$ cat src/rtl/bert_pkg.sv
// constants, enums and state structs of the transmit output and error-inject block
package bert_pkg;

    // ------------------------------------------------------------------
    // register map
    // ------------------------------------------------------------------
    localparam logic [11:0] BERT_OFS_CMD = 12'h000;
    localparam logic [11:0] BERT_OFS_CFG = 12'h004;
    localparam logic [11:0] BERT_OFS_STATUS = 12'h008;
    localparam logic [11:0] BERT_OFS_ERRCNT = 12'h00c;

    // command word bits, each a self-clearing pulse
    localparam int BERT_CMD_INVERT_BIT = 0;
    localparam int BERT_CMD_RATE_BIT = 1;
    localparam int BERT_CMD_SINGLE_BIT = 2;

    // config word field
    localparam int BERT_CFG_PAT_LSB = 0;
    localparam int BERT_CFG_PAT_MSB = 1;

    // status word fields
    localparam int BERT_ST_INV_BIT = 0;
    localparam int BERT_ST_ACTIVE_BIT = 1;
    localparam int BERT_ST_MODE_LSB = 2;
    localparam int BERT_ST_MODE_MSB = 4;
    localparam int BERT_ST_SUSP_BIT = 5;

    // ------------------------------------------------------------------
    // pattern framing and counter steps
    // ------------------------------------------------------------------
    localparam logic [3:0] BERT_POS_FIRST = 4'h0;
    localparam logic [3:0] BERT_POS_NEXT = 4'h1;
    localparam logic [3:0] BERT_POS_LAST = 4'hf;
    localparam logic [3:0] BERT_BYTE_BITS = 4'h8;
    localparam logic [1:0] BERT_DIV4_STEP = 2'h1;
    localparam logic [15:0] BERT_ERRCNT_STEP = 16'h0001;
    localparam logic [23:0] BERT_RATE_STEP = 24'h000001;

    // bits per injected error at each internal decade
    localparam int BERT_PERIOD_E3 = 1000;
    localparam int BERT_PERIOD_E4 = 10000;
    localparam int BERT_PERIOD_E5 = 100000;
    localparam int BERT_PERIOD_E6 = 1000000;
    localparam int BERT_PERIOD_E7 = 10000000;

    typedef enum logic [1:0] {
        BERT_PAT_PRBS = 2'b00,
        BERT_PAT_SHORT_WORD = 2'b01,
        BERT_PAT_LONG_WORD = 2'b10
    } bert_pat_e;

    typedef enum logic [2:0] {
        BERT_MODE_SINGLE = 3'b000,
        BERT_MODE_E7 = 3'b001,
        BERT_MODE_E6 = 3'b010,
        BERT_MODE_E5 = 3'b011,
        BERT_MODE_E4 = 3'b100,
        BERT_MODE_E3 = 3'b101,
        BERT_MODE_EXT = 3'b110
    } bert_mode_e;

    // ------------------------------------------------------------------
    // state records
    // ------------------------------------------------------------------
    typedef struct packed {
        logic trig_sync1;
        logic trig_sync2;
        logic trig_prev;
        bert_mode_e mode;
        logic suspended;
        logic [23:0] bit_cnt;
        logic inject;
    } bert_inj_state_s;

    typedef struct packed {
        logic pready;
        logic pslverr;
        logic [31:0] prdata;
        logic cmd_rate;
        logic cmd_single;
        logic data_invert_enable;
        bert_pat_e pat_type;
        logic [3:0] pat_pos;
        logic data;
        logic data_n;
        logic frame_sync;
        logic err_flag;
        logic rate_active;
        logic [15:0] err_count;
        logic clk_pos_toggle;
    } bert_top_state_s;

    typedef struct packed {
        logic clk_neg_toggle;
        logic [1:0] div4_cnt;
        logic div4;
        logic div4_n;
    } bert_neg_state_s;

endpackage : bert_pkg

$ cat src/rtl/bert_err_inj.sv
// error injection engine: mode stepping, decade rate counter, external trigger
`timescale 1ns/1ps
`default_nettype none
module bert_err_inj #(
    parameter int PERIOD_E4 = bert_pkg::BERT_PERIOD_E4,
    parameter int PERIOD_E5 = bert_pkg::BERT_PERIOD_E5,
    parameter int PERIOD_E6 = bert_pkg::BERT_PERIOD_E6,
    parameter int PERIOD_E7 = bert_pkg::BERT_PERIOD_E7
) (
    // clock and reset
    input wire logic sys_clk_in,
    input wire logic rst_n_in,
    // commands, one-cycle pulses
    input wire logic rate_cmd_in,
    input wire logic single_cmd_in,
    // external trigger pin, asynchronous
    input wire logic ext_trig_in,
    // results
    output logic inject_out,
    output bert_pkg::bert_mode_e mode_out,
    output logic suspended_out
);

    // ------------------------------------------------------------------
    // helpers
    // ------------------------------------------------------------------
    function automatic logic [23:0] bert_period(input bert_pkg::bert_mode_e m);
        logic [23:0] p;
        p = 24'(bert_pkg::BERT_PERIOD_E3);
        case (m)
            bert_pkg::BERT_MODE_E7: p = 24'(PERIOD_E7);
            bert_pkg::BERT_MODE_E6: p = 24'(PERIOD_E6);
            bert_pkg::BERT_MODE_E5: p = 24'(PERIOD_E5);
            bert_pkg::BERT_MODE_E4: p = 24'(PERIOD_E4);
            default: p = 24'(bert_pkg::BERT_PERIOD_E3);
        endcase
        return p;
    endfunction : bert_period

    function automatic bert_pkg::bert_mode_e bert_next_mode(input bert_pkg::bert_mode_e m);
        bert_pkg::bert_mode_e n;
        n = bert_pkg::BERT_MODE_SINGLE;
        case (m)
            bert_pkg::BERT_MODE_SINGLE: n = bert_pkg::BERT_MODE_E7;
            bert_pkg::BERT_MODE_E7: n = bert_pkg::BERT_MODE_E6;
            bert_pkg::BERT_MODE_E6: n = bert_pkg::BERT_MODE_E5;
            bert_pkg::BERT_MODE_E5: n = bert_pkg::BERT_MODE_E4;
            bert_pkg::BERT_MODE_E4: n = bert_pkg::BERT_MODE_E3;
            bert_pkg::BERT_MODE_E3: n = bert_pkg::BERT_MODE_EXT;
            default: n = bert_pkg::BERT_MODE_SINGLE;
        endcase
        return n;
    endfunction : bert_next_mode

    // ------------------------------------------------------------------
    // state
    // ------------------------------------------------------------------
    bert_pkg::bert_inj_state_s st;
    bert_pkg::bert_inj_state_s next_st;

    always_comb
    begin
        logic internal;
        logic running;
        logic rate_tick;
        logic ext_edge;
        internal = 1'b0;
        running = 1'b0;
        rate_tick = 1'b0;
        ext_edge = 1'b0;
        next_st = st;
        next_st.trig_sync1 = ext_trig_in;
        next_st.trig_sync2 = st.trig_sync1;
        next_st.trig_prev = st.trig_sync2;
        running = (st.mode != bert_pkg::BERT_MODE_SINGLE) && !st.suspended;
        internal = running && (st.mode != bert_pkg::BERT_MODE_EXT);
        // trigger is watched only while external mode runs
        ext_edge = running && (st.mode == bert_pkg::BERT_MODE_EXT)
            && st.trig_sync2 && !st.trig_prev;
        // one error per period of ten to the n bits
        if (internal)
        begin
            if (st.bit_cnt >= bert_period(st.mode) - bert_pkg::BERT_RATE_STEP)
            begin
                next_st.bit_cnt = '0;
                rate_tick = 1'b1;
            end
            else
            begin
                next_st.bit_cnt = st.bit_cnt + bert_pkg::BERT_RATE_STEP;
            end
        end
        else
        begin
            next_st.bit_cnt = '0;
        end
        // a coincident single command and rate tick merge into one error
        next_st.inject = single_cmd_in || rate_tick || ext_edge;
        if (rate_cmd_in)
        begin
            if (st.suspended)
            begin
                next_st.suspended = 1'b0;
            end
            else
            begin
                next_st.mode = bert_next_mode(st.mode);
                next_st.bit_cnt = '0;
            end
        end
        else if (single_cmd_in && (st.mode != bert_pkg::BERT_MODE_SINGLE))
        begin
            next_st.suspended = 1'b1;
        end
    end

    always_ff @(posedge sys_clk_in)
    begin
        if (!rst_n_in)
        begin
            st <= '0;
        end
        else
        begin
            st <= next_st;
        end
    end

    assign inject_out = st.inject;
    assign mode_out = st.mode;
    assign suspended_out = st.suspended;

endmodule : bert_err_inj
`default_nettype wire

$ cat src/rtl/bert_tx_out.sv
// transmit output stage: inversion, error insertion, clocks, frame sync, apb registers
`timescale 1ns/1ps
`default_nettype none
module bert_tx_out #(
    parameter int PERIOD_E4 = bert_pkg::BERT_PERIOD_E4,
    parameter int PERIOD_E5 = bert_pkg::BERT_PERIOD_E5,
    parameter int PERIOD_E6 = bert_pkg::BERT_PERIOD_E6,
    parameter int PERIOD_E7 = bert_pkg::BERT_PERIOD_E7
) (
    // clock and reset
    input wire logic sys_clk_in,
    input wire logic rst_n_in,
    // apb slave
    input wire logic psel_in,
    input wire logic penable_in,
    input wire logic pwrite_in,
    input wire logic [11:0] paddr_in,
    input wire logic [31:0] pwdata_in,
    output logic pready_out,
    output logic pslverr_out,
    output logic [31:0] prdata_out,
    // pattern stream from the generator, same clock
    input wire logic pat_data_in,
    input wire logic pat_frame_start_in,
    // external error trigger pin
    input wire logic ext_trig_in,
    // line outputs
    output logic data_out,
    output logic data_n_out,
    output logic clk_out,
    output logic clk_n_out,
    output logic clk_div4_out,
    output logic frame_sync_out,
    // indicators
    output logic err_injected_out,
    output logic rate_active_out
);

    // ------------------------------------------------------------------
    // error injection engine
    // ------------------------------------------------------------------
    bert_pkg::bert_top_state_s st;
    bert_pkg::bert_top_state_s next_st;
    bert_pkg::bert_neg_state_s nst;
    bert_pkg::bert_neg_state_s next_nst;
    logic inject;
    bert_pkg::bert_mode_e mode;
    logic suspended;

    bert_err_inj #(
        .PERIOD_E4(PERIOD_E4),
        .PERIOD_E5(PERIOD_E5),
        .PERIOD_E6(PERIOD_E6),
        .PERIOD_E7(PERIOD_E7)
    ) u_err_inj (
        .sys_clk_in(sys_clk_in),
        .rst_n_in(rst_n_in),
        .rate_cmd_in(st.cmd_rate),
        .single_cmd_in(st.cmd_single),
        .ext_trig_in(ext_trig_in),
        .inject_out(inject),
        .mode_out(mode),
        .suspended_out(suspended)
    );

    // ------------------------------------------------------------------
    // helpers
    // ------------------------------------------------------------------
    function automatic logic [31:0] bert_status(input logic inv, input logic act,
                                                input bert_pkg::bert_mode_e m,
                                                input logic susp);
        logic [31:0] w;
        w = '0;
        w[bert_pkg::BERT_ST_INV_BIT] = inv;
        w[bert_pkg::BERT_ST_ACTIVE_BIT] = act;
        w[bert_pkg::BERT_ST_MODE_MSB:bert_pkg::BERT_ST_MODE_LSB] = m;
        w[bert_pkg::BERT_ST_SUSP_BIT] = susp;
        return w;
    endfunction : bert_status

    // ------------------------------------------------------------------
    // rising-edge logic
    // ------------------------------------------------------------------
    always_comb
    begin
        logic setup;
        logic wr_take;
        logic [3:0] pos;
        logic bit_out;
        logic sync;
        setup = 1'b0;
        wr_take = 1'b0;
        pos = '0;
        bit_out = 1'b0;
        sync = 1'b0;
        next_st = st;

        // zero-wait slave: ready in the first access cycle
        setup = psel_in && !penable_in && !st.pready;
        wr_take = psel_in && penable_in && st.pready && pwrite_in;
        next_st.pready = setup;
        next_st.cmd_rate = 1'b0;
        next_st.cmd_single = 1'b0;
        if (setup)
        begin
            next_st.pslverr = 1'b0;
            next_st.prdata = '0;
            if (paddr_in == bert_pkg::BERT_OFS_CMD)
            begin
                next_st.prdata = '0;
            end
            else if (paddr_in == bert_pkg::BERT_OFS_CFG)
            begin
                next_st.prdata[bert_pkg::BERT_CFG_PAT_MSB:bert_pkg::BERT_CFG_PAT_LSB] =
                    st.pat_type;
            end
            else if (paddr_in == bert_pkg::BERT_OFS_STATUS)
            begin
                next_st.prdata = bert_status(st.data_invert_enable, st.rate_active,
                                             mode, suspended);
            end
            else if (paddr_in == bert_pkg::BERT_OFS_ERRCNT)
            begin
                next_st.prdata = 32'(st.err_count);
            end
            else
            begin
                next_st.pslverr = 1'b1;
            end
        end
        else if (!psel_in)
        begin
            next_st.pslverr = 1'b0;
            next_st.prdata = '0;
        end
        if (wr_take && (paddr_in == bert_pkg::BERT_OFS_CMD))
        begin
            if (pwdata_in[bert_pkg::BERT_CMD_INVERT_BIT])
            begin
                next_st.data_invert_enable = !st.data_invert_enable;
            end
            next_st.cmd_rate = pwdata_in[bert_pkg::BERT_CMD_RATE_BIT];
            next_st.cmd_single = pwdata_in[bert_pkg::BERT_CMD_SINGLE_BIT];
        end
        else if (wr_take && (paddr_in == bert_pkg::BERT_OFS_CFG))
        begin
            next_st.pat_type = bert_pkg::bert_pat_e'(
                pwdata_in[bert_pkg::BERT_CFG_PAT_MSB:bert_pkg::BERT_CFG_PAT_LSB]);
        end

        // data path: inversion first, error on top of it
        bit_out = pat_data_in ^ st.data_invert_enable ^ inject;
        next_st.data = bit_out;
        next_st.data_n = !bit_out;

        // bit position within frame; long words saturate so sync stays low
        pos = pat_frame_start_in ? bert_pkg::BERT_POS_FIRST : st.pat_pos;
        if (pat_frame_start_in)
        begin
            next_st.pat_pos = bert_pkg::BERT_POS_NEXT;
        end
        else if ((st.pat_type == bert_pkg::BERT_PAT_LONG_WORD)
                 && (st.pat_pos == bert_pkg::BERT_POS_LAST))
        begin
            next_st.pat_pos = bert_pkg::BERT_POS_LAST;
        end
        else
        begin
            next_st.pat_pos = st.pat_pos + bert_pkg::BERT_POS_NEXT;
        end
        case (st.pat_type)
            bert_pkg::BERT_PAT_SHORT_WORD: sync = pos < bert_pkg::BERT_BYTE_BITS;
            bert_pkg::BERT_PAT_LONG_WORD: sync = pos < bert_pkg::BERT_BYTE_BITS;
            default: sync = pat_frame_start_in;
        endcase
        next_st.frame_sync = sync;

        next_st.err_flag = inject;
        if (inject)
        begin
            next_st.err_count = st.err_count + bert_pkg::BERT_ERRCNT_STEP;
        end
        next_st.rate_active = mode != bert_pkg::BERT_MODE_SINGLE;
        next_st.clk_pos_toggle = !st.clk_pos_toggle;
    end

    always_ff @(posedge sys_clk_in)
    begin
        if (!rst_n_in)
        begin
            st <= '{pready: 1'b0, pslverr: 1'b0, prdata: '0, cmd_rate: 1'b0,
                    cmd_single: 1'b0, data_invert_enable: 1'b0,
                    pat_type: bert_pkg::BERT_PAT_PRBS, pat_pos: '0, data: 1'b0,
                    data_n: 1'b1, frame_sync: 1'b0, err_flag: 1'b0,
                    rate_active: 1'b0, err_count: '0, clk_pos_toggle: 1'b0};
        end
        else
        begin
            st <= next_st;
        end
    end

    // ------------------------------------------------------------------
    // falling-edge logic
    // ------------------------------------------------------------------
    // the quarter-rate clock lives here so its edges sit mid-bit
    always_comb
    begin
        next_nst = nst;
        next_nst.clk_neg_toggle = st.clk_pos_toggle;
        next_nst.div4_cnt = nst.div4_cnt + bert_pkg::BERT_DIV4_STEP;
        next_nst.div4 = nst.div4_cnt[1];
        next_nst.div4_n = !nst.div4_cnt[1];
    end

    always_ff @(negedge sys_clk_in)
    begin
        if (!rst_n_in)
        begin
            nst <= '{clk_neg_toggle: 1'b0, div4_cnt: '0, div4: 1'b0, div4_n: 1'b1};
        end
        else
        begin
            nst <= next_nst;
        end
    end

    // ------------------------------------------------------------------
    // outputs
    // ------------------------------------------------------------------
    assign pready_out = st.pready;
    assign pslverr_out = st.pslverr;
    assign prdata_out = st.prdata;
    assign data_out = st.data;
    assign data_n_out = st.data_n;
    // forwarded bit clock: toggle pair, high in the first half of each bit
    assign clk_out = st.clk_pos_toggle ^ nst.clk_neg_toggle;
    assign clk_n_out = !(st.clk_pos_toggle ^ nst.clk_neg_toggle);
    assign clk_div4_out = nst.div4;
    assign frame_sync_out = st.frame_sync;
    assign err_injected_out = st.err_flag;
    assign rate_active_out = st.rate_active;

endmodule : bert_tx_out
`default_nettype wire

$ cat config.mk
export PLATFORM = sky130hd
export DESIGN_NAME = bert_tx_out
export DESIGN_NICKNAME = d
export VERILOG_FILES = /design/src/rtl/bert_pkg.sv /design/src/rtl/bert_err_inj.sv /design/src/rtl/bert_tx_out.sv
export SDC_FILE = /design/constraint.sdc
export NUM_CORES = 1
export LEC_CHECK = 0
export ABC_AREA = 1
export BUFFER_PORTS_ARGS = -buffer_cell sky130_fd_sc_hd__buf_2
export CAP_MARGIN = 25
export CORE_ASPECT_RATIO = 0.9
export CORE_UTILIZATION = 40
export CTS_BUF_LIST = sky130_fd_sc_hd__clkbuf_8
export CTS_CLUSTER_DIAMETER = 150
export DETAILED_ROUTE_END_ITERATION = 8
export GPL_TIMING_DRIVEN = 1
export PLACE_DENSITY = 0.64
export RECOVER_POWER = 100
export SYNTH_ARGS = -nofsm -noshare
export SYNTH_HDL_FRONTEND = slang
export SYNTH_SLANG_ARGS = --single-unit
$ cat constraint.sdc
create_clock -name sys_clk_in -period 2.3 [get_ports sys_clk_in]
set_input_delay 0.23 -clock sys_clk_in [delete_from_list [all_inputs] [get_ports sys_clk_in]]
set_output_delay 0.23 -clock sys_clk_in [all_outputs]
set_load 0.03 [all_outputs]
# Yosys cells after proc, flatten, opt, wreduce, memory -nomap -nowiden
# Cells that the tools add are included.
# word_totals
register_bits	101
elab_cells	110
input_bits	52
out_inout_bits	42
# op_classes
n_lt_le_gt_ge	2
n_eq_ne	14
n_bitwise	6
muxes	23
reduce_logical	34
addsub	5
# ops
cell	count
$mux 24	5
$pmux 24 s4	1
$mux 33	2
$mux 16	2
$mux 32	1
$mux 31	1
$add 24x1->24 const B	1
$eq 12x4->1 const B	2
$ge 24x24->1	1
$sub 24x1->24 const B	1
$pmux 3 s6	1
$add 16x1->16 const B	1
$logic_and 1x1->1	14
$eq 12x3->1 const B	1
$logic_not 12->1	1
$eq 3x3->1 const B	3
$logic_not 1->1	8
$mux 4	2
$reduce_and 2->1	4
$mux 1	7
$eq 3x2->1 const B	2
$reduce_or 2->1	3
$add 4x1->4 const B	1
$eq 4x4->1 const B	1
13 further kinds	18

# Longest topological paths before layout
# Gate-level depths: netlist of the first run.
# depth
ltp_word	10
ltp_mapped	16
mapped_depth_nobuf	16

# Hierarchy
# A second synthesis of the first run with hierarchy kept.
# unflattened
cells_unflattened	661
area_unflattened_um2	4714.5
# modules_own_cells
module	area_per_inst_um2	n_inst	seq_area_each_um2	cells_each
bert_tx_out	2533.7	1	1061.0	336
bert_err_inj	2180.8	1	640.6	325

==> impl_metrics.csv, run 1 <==
group,metric,value,unit
status,run_status,"finished, violations left",
status,violations,"negative setup slack",
cells_and_area,layout_commonest_cell,"nand2_1",
die,ios,94,
place,dp_hpwl,7.88,mm
cells_and_area,final_cell_area,5370,um2
setup_path,cp_max_fo,2,
logic_synthesis,synth_cells,647,
place,place_congestion,0.884,
sta,report.final.slew_viol_count,0,
logic_synthesis,yosys.area.top_type,"dfxtp_1",
hold_path,hold_class,"primary input to flip-flop",
setup_path,cp.arrival,2.21,ns
cells_and_area,insertedDiodeCount,0,
global_route,grt_max_degree,31,
setup_path,reg2reg_to,"u_err_inj.st[1]",
sta,hold_viol,0,
sta,tightest_slew,1.37,ns
die,die_h,105,um
logic_synthesis,synth-warning-count,0,
drt,vias_per_cell,4.83,
pwr,powerDensity,528,nW/um2
place,placed_cell_area,5050,um2
drt,vias,4183,
global_route,grt_pass1_wl,17.2,mm
cells_and_area,fillers,1171,
setup_path,required,2.07,ns
logic_synthesis,yosys.area.top_type_share,0.363,
die,row_count,37,
drt,drt_first_pass_iters,6,
place,portBuffers,48,
setup_path,crit_end,"clk_out",
global_route,antenna_found_initial,0,
drt,drc,0,
logic_synthesis,synth_cell_types,38,
sta,setup_ws,-0.144,ns
job,drv_cap,0,
pwr,leakage,0.00221,uW
sta,setup_viol,2,
drt,ant_nets,0,
pwr,p_total,2830,uW
logic_synthesis,ys_seq_elements,85,
cts,numCtsBuffers,9,
setup_path,rr_worst_depth,15,
die,die_w,116,um
logic_synthesis,syn_area_per_cell,7.24,um2
global_route,overflow,0,
die,start_util,0.410,
cells_and_area,drive_gt1_frac,0.186,
setup_path,crit_type,"flip-flop to output pin",
setup_path,critPathLaunchType,"flip-flop",
setup_path,crit_start,"nst[4]",
cells_and_area,final_cell_mix,"nand2_1 (127), nor2_1 (85), dfxtp_1 (81), inv_1 (74), a21oi_1 (42)",
drt,drt_iter0_drc,268,
cts,clk_latency,0.39,ns
logic_synthesis,ys_seq_area_frac,0.363,
global_route,grt_pass1_vias,3795,
drt,wire_per_inst,12.1,um
drt,drt_wl_total,10.5,mm
die,core_area,11400,um2
sta,finClkSkew,0.0322,ns
cells_and_area,fin_cells,866,
setup_path,cp-end-kind,"output pin",
setup_path,reg2reg_slack,0.09,ns
cts,root_buffer,"clkbuf_8",
sta,relSlewSlack,0.0842,
sta,timing.setup.tns,-0.268,ns
cts,clkSinkCount,85,
cells_and_area,nets,779,
setup_path,r2r_start,"u_err_inj.mode_out[1]",
cts,clockBufferDepth,2,
pwr,peakVddDrop,0.256,mV
global_route,grt_usage,0.180,
cts,cts_tree,"done",
logic_synthesis,syn_area,4680,um2
cts,h-tree-depth,3,
cells_and_area,areaGrowthSynthToFinish,14.6,%
place,dp_cells,843,
cts,clkTransAtPathRegs,0.08,ns
sta,rsz0062_at_grt,"yes",
die,dieArea,12100,um2
cells_and_area,post-route-util,0.469,
logic_synthesis,synthTopCellsByArea,"dfxtp_1 (36%), nand2_1 (11%), nor2_1 (7.3%)",
-- through the flow --
step	hold slack [ns]	setup WS (ns)
floorplan	0.309	0.00611
global placement	0.399	0.0139
detailed placement	0.406	-0.0298
CTS	0.0576	-0.162
global route	0.0472	-0.208
finish	0.0717	-0.144
-- how the worst min path moves through the flow --
| stage | endpoint | cells past startpoint | slack, ns | from |
|---|---|---|---|---|
| after floorplan | pready_out | 1 | 0.31 | penable_in |
| after global placement | u_err_inj.next_st[29] | 2 | 0.40 | u_err_inj.next_st[30] |
| final | u_err_inj.next_st[30] | 3 | 0.07 | ext_trig_in |
| after detailed placement | u_err_inj.next_st[29] | 2 | 0.41 | u_err_inj.next_st[30] |
| after global routing | pready_out | 2 | 0.05 | penable_in |
| after CTS | u_err_inj.next_st[30] | 3 | 0.06 | ext_trig_in |
-- cell usage after synthesis, drive strengths merged --
cell type / n
a31oi: 5
nand2: 143
nor3: 24
xnor2: 10
conb: 1
and3: 1
buf: 38
nand3b: 2
o211ai: 1
o21a: 1
a21oi: 44
or2: 1
a21o: 3
nand4: 12
o21ai: 17
nor4: 1
nor3b: 1
inv: 79
clkbuf: 4
dfxtp: 85
ha: 22
nand3: 39
o31ai: 1
xor2: 6
nor2: 106
-- final cells by class --
type / count / area [um2] / area share
tap: 156 / 195 / 0.0364
clock inverter: 9 / 78.8 / 0.0147
sequential: 85 / 1710 / 0.319
clock buffer: 11 / 151 / 0.0282
inverter: 78 / 295 / 0.0550
multi-input combinational: 457 / 2530 / 0.472
timing repair buffer: 70 / 400 / 0.0746
-- layer usage --
layer	track usage	part of all wire	wire, um
met1	0.247	0.49	5080
met2	0.279	0.45	4710
met3	0.0435	0.053	553
met4	0.0458	0.012	121
met5	0	0	0
-- critical path, cell delays in order (launching register included) --
cell	delay, ns
dfxtp_2	0.31
xnor2_2	0.15
inv_1	0.07
buf_6	0.14
-- registers in the layout (all words and copies together) (netlist names), 2 cells and up --
signal	count
u_err_inj.next_st	2
next_nst	2
prdata_out	16
u_err_inj.mode_out	3
st	25
nst	2
u_err_inj.st	25
-- kinds of logic (layout without fill, tap and decap cells) --
kind of cell | count (synthesis) | count (layout) | share of synthesized area
simple gates | 330 | 330 | 0.336
buf+inv | 121 | 168 | 0.127
flops | 85 | 85 | 0.363
compound gates | 72 | 72 | 0.0847
fa+ha+maj | 22 | 22 | 0.0588
xor+xnor | 16 | 16 | 0.0299
other cells | 1 | 17 | 0.000801
-- repair_timing --
item                                    CTS  global route
setup buffers                             0             2
hold buffers                              0             0
gates resized for setup                   5            41
cloned                                    0             2
pin swaps                                 0            12
endpoints found under the setup margin   16            28
-- power breakdown --
group          internal (uW)  total, uW  switching, uW
combinational           45.9        167            121
sequential              1490       1490           8.88
clock                    580       1170            591
total                   2110       2830            721
Note: power is estimated with default switching activity, not from simulation.
==> run 2: changes to the inputs <==
ABC_AREA = unset   (was 1)
PLACE_DENSITY = 0.65   (was 0.64)
==> run 2 against run 1 <==
Net effect: setup slack lost 0.011 ns; cell count down 24%; worst hold slack got worse by 0.013 ns; via count down 22%; die area is 9.7% lower; clock power fell by 3%; the flow finishes with violations (max-capacitance violations, max-slew violations, negative setup slack); first-iteration DRC count shrank 54%; utilization is 2.1 points higher; wire length fell by 19%.
==> impl_metrics.csv, run 2 <==
group,metric,value,unit
status,run_status,"finished, violations left",
status,violations,"max-capacitance violations, max-slew violations, negative setup slack",
setup_path,cp_cell_sequence,"xor2_4, buf_4",
drt,wire_per_inst,12.8,um
die,row_count,35,
cts,clockBufferDepth,2,
logic_synthesis,yosys.area.top_type,"dfxtp_1",
logic_synthesis,synth_cell_types,49,
logic_synthesis,synth-xor-area-share,0.0850,
setup_path,critPathLaunchType,"flip-flop",
place,place_congestion,0.757,
logic_synthesis,synth_cells,466,
sta,relSlewSlack,-0.0256,
cells_and_area,nets,600,
logic_synthesis,syn_area_per_cell,9.06,um2
sta,report.final.slew_viol_count,45,
global_route,overflow,0,
logic_synthesis,async_flop_share,0,
drt,route.met3.wl,339,um
place,dp_cells,637,
drt,wl_met2,3.75,mm
global_route,grt_max_degree,45,
cells_and_area,insertedDiodeCount,0,
hold_path,hold_class,"primary input to flip-flop",
drt,ant_nets,0,
job,drv_cap,1,
setup_path,crit_family,"flip-flops",
drt,drt_iter0_drc,122,
logic_synthesis,yosys.area_share.simple,0.252,
logic_synthesis,synth_common_cells,"dfxtp_1 (85), nor2_1 (44), buf_4 (34)",
pwr,peakVddDrop,0.339,mV
setup_path,critPathMaxStageDelay,0.35,ns
die,core_area,10200,um2
cells_and_area,areaGrowthSynthToFinish,19.0,%
setup_path,crit_type,"flip-flop to output pin",
die,die_w,110,um
drt,vias_per_cell,4.92,
cts,cts_hold_buf,0,
cts,numCtsBuffers,9,
die,die_h,99.5,um
place,dp_slack,-0.0897,ns
cells_and_area,drive_gt1_frac,0.220,
setup_path,cp_max_fo,2,
cells_and_area,fin_cells,660,
logic_synthesis,synth_edf_count,0,
die,start_util,0.412,
drt,top_layer,"met4",
sta,finClkSkew,0.0334,ns
logic_synthesis,synthMuxAreaShare,0.0193,
cells_and_area,final_cell_mix,"dfxtp_1 (82), nand2_1 (32), nor2_1 (26), xnor2_1 (26), clkbuf_1 (26)",
setup_path,crit_path_top_delay_cell,"dfxtp_2",
sta,tightest_slew,1.54,ns
global_route,antenna_found_initial,0,
sta,setup_viol,26,
logic_synthesis,ys_seq_area_frac,0.403,
sta,rsz0062_at_grt,"yes",
cts,clkTransAtPathRegs,0.08,ns
die,dieArea,11000,um2
logic_synthesis,synth-adder-area-share,0.0652,
global_route,grt_pass1_vias,3058,
sta,setup_ws,-0.155,ns
cts,cts_tree,"done",
cts,clk_latency,0.39,ns
drt,drt_first_pass_iters,6,
sta,hold_viol,0,
place,portBuffers,48,
logic_synthesis,ys.flop_type,"dfxtp_1",
cts,h-tree-depth,3,
drt,drc,0,
logic_synthesis,syn_area,4220,um2
pwr,leakage,0.00196,uW
setup_path,required,2.07,ns
global_route,grt_usage,0.158,
logic_synthesis,synthTopCellsByArea,"dfxtp_1 (40%), ha_1 (6.5%), buf_4 (6.0%)",
logic_synthesis,yosys.area.top_type_share,0.403,
global_route,grt_pass1_wl,13.7,mm
cells_and_area,layout_commonest_cell,"dfxtp_1",
setup_path,worst-path-buf-inv,1,
logic_synthesis,yosysMostFrequentCell,"dfxtp_1",
logic_synthesis,synth-warning-count,0,
logic_synthesis,synth_top_family_by_area,"simple AND/OR/NAND/NOR gates",
drt,wl_met1,4.23,mm
place,dp_hpwl,5.86,mm
setup_path,cp.arrival,2.22,ns
drt,drt_wl_total,8.43,mm
drt,vias,3246,
logic_synthesis,ys_seq_elements,85,
setup_path,cp-end-kind,"output pin",
cts,root_buffer,"clkbuf_8",
pwr,powerDensity,552,nW/um2
die,ios,94,
cts,clkSinkCount,85,
logic_synthesis,synth_compound_area_frac,0.0910,
[run 2: final cells by class]
| cell class | count | area [um2] |
|---|---|---|
| tap | 129 | 161 |
| fill | 992 | 5220 |
| inverter | 12 | 47.5 |
| clock buffer | 11 | 151 |
| timing repair buffer | 77 | 492 |
| sequential | 85 | 1710 |
| clock inverter | 9 | 72.6 |
| multi-input combinational | 337 | 2390 |
[run 2: path summary, 6_finish.rpt]
kind	end	from	depth (start not counted)	slack, ns
setup reg to reg	u_err_inj.st[18]	u_err_inj.mode_out[1]	11	-0.11
hold / removal	pready_out	penable_in	2	0.06
hold reg to reg	nst[2]	nst[2]	1	0.43
setup / recovery	clk_out	nst[4]	2	-0.15
[run 2: cells by family after synthesis]
logic type | after synthesis
XOR/XNOR | 41
adder cells (fa/ha/maj) | 22
AO/OA/AOI/OAI | 54
multiplexers | 8
AND/OR/NAND/NOR | 195
flip-flops | 85
buffers and inverters | 60
other | 1
[run 2: stage by stage]
stage	TNS (ns)	instance area, um2	hold slack [ns]	total power, uW	util
2_1_floorplan	-0.0116	4360	0.309	1670	-
3_3_place_gp	-0.682	4630	0.421	1690	0.452
3_5_place_dp	-1.55	4630	0.431	1690	0.452
4_1_cts	-1.10	4880	0.0410	2810	0.477
5_1_grt	-4.75	5030	0.0505	2890	0.490
6_report	-2.25	5030	0.0589	2770	0.490
[run 2: per-layer routing]
layer	vias to the layer above	track usage
li1	1668	-
met1	1502	0.206
met2	64	0.251
met3	12	0.0413
met4	0	0.0516
met5	-	0
[run 2: where the power goes]
part	switching (uW)	leakage (uW)	internal [uW]	total, uW
clock network	555	0.000133	573	1130
registers	9.89	0.000689	1490	1500
logic	102	0.00114	47.7	149
[run 2: what timing repair did]
action | CTS | global route
resized for setup | 11 | 37
setup buffers | 0 | 1
pin swaps | 4 | 5
gates cloned | 0 | 3
setup endpoints to repair | 27 | 27
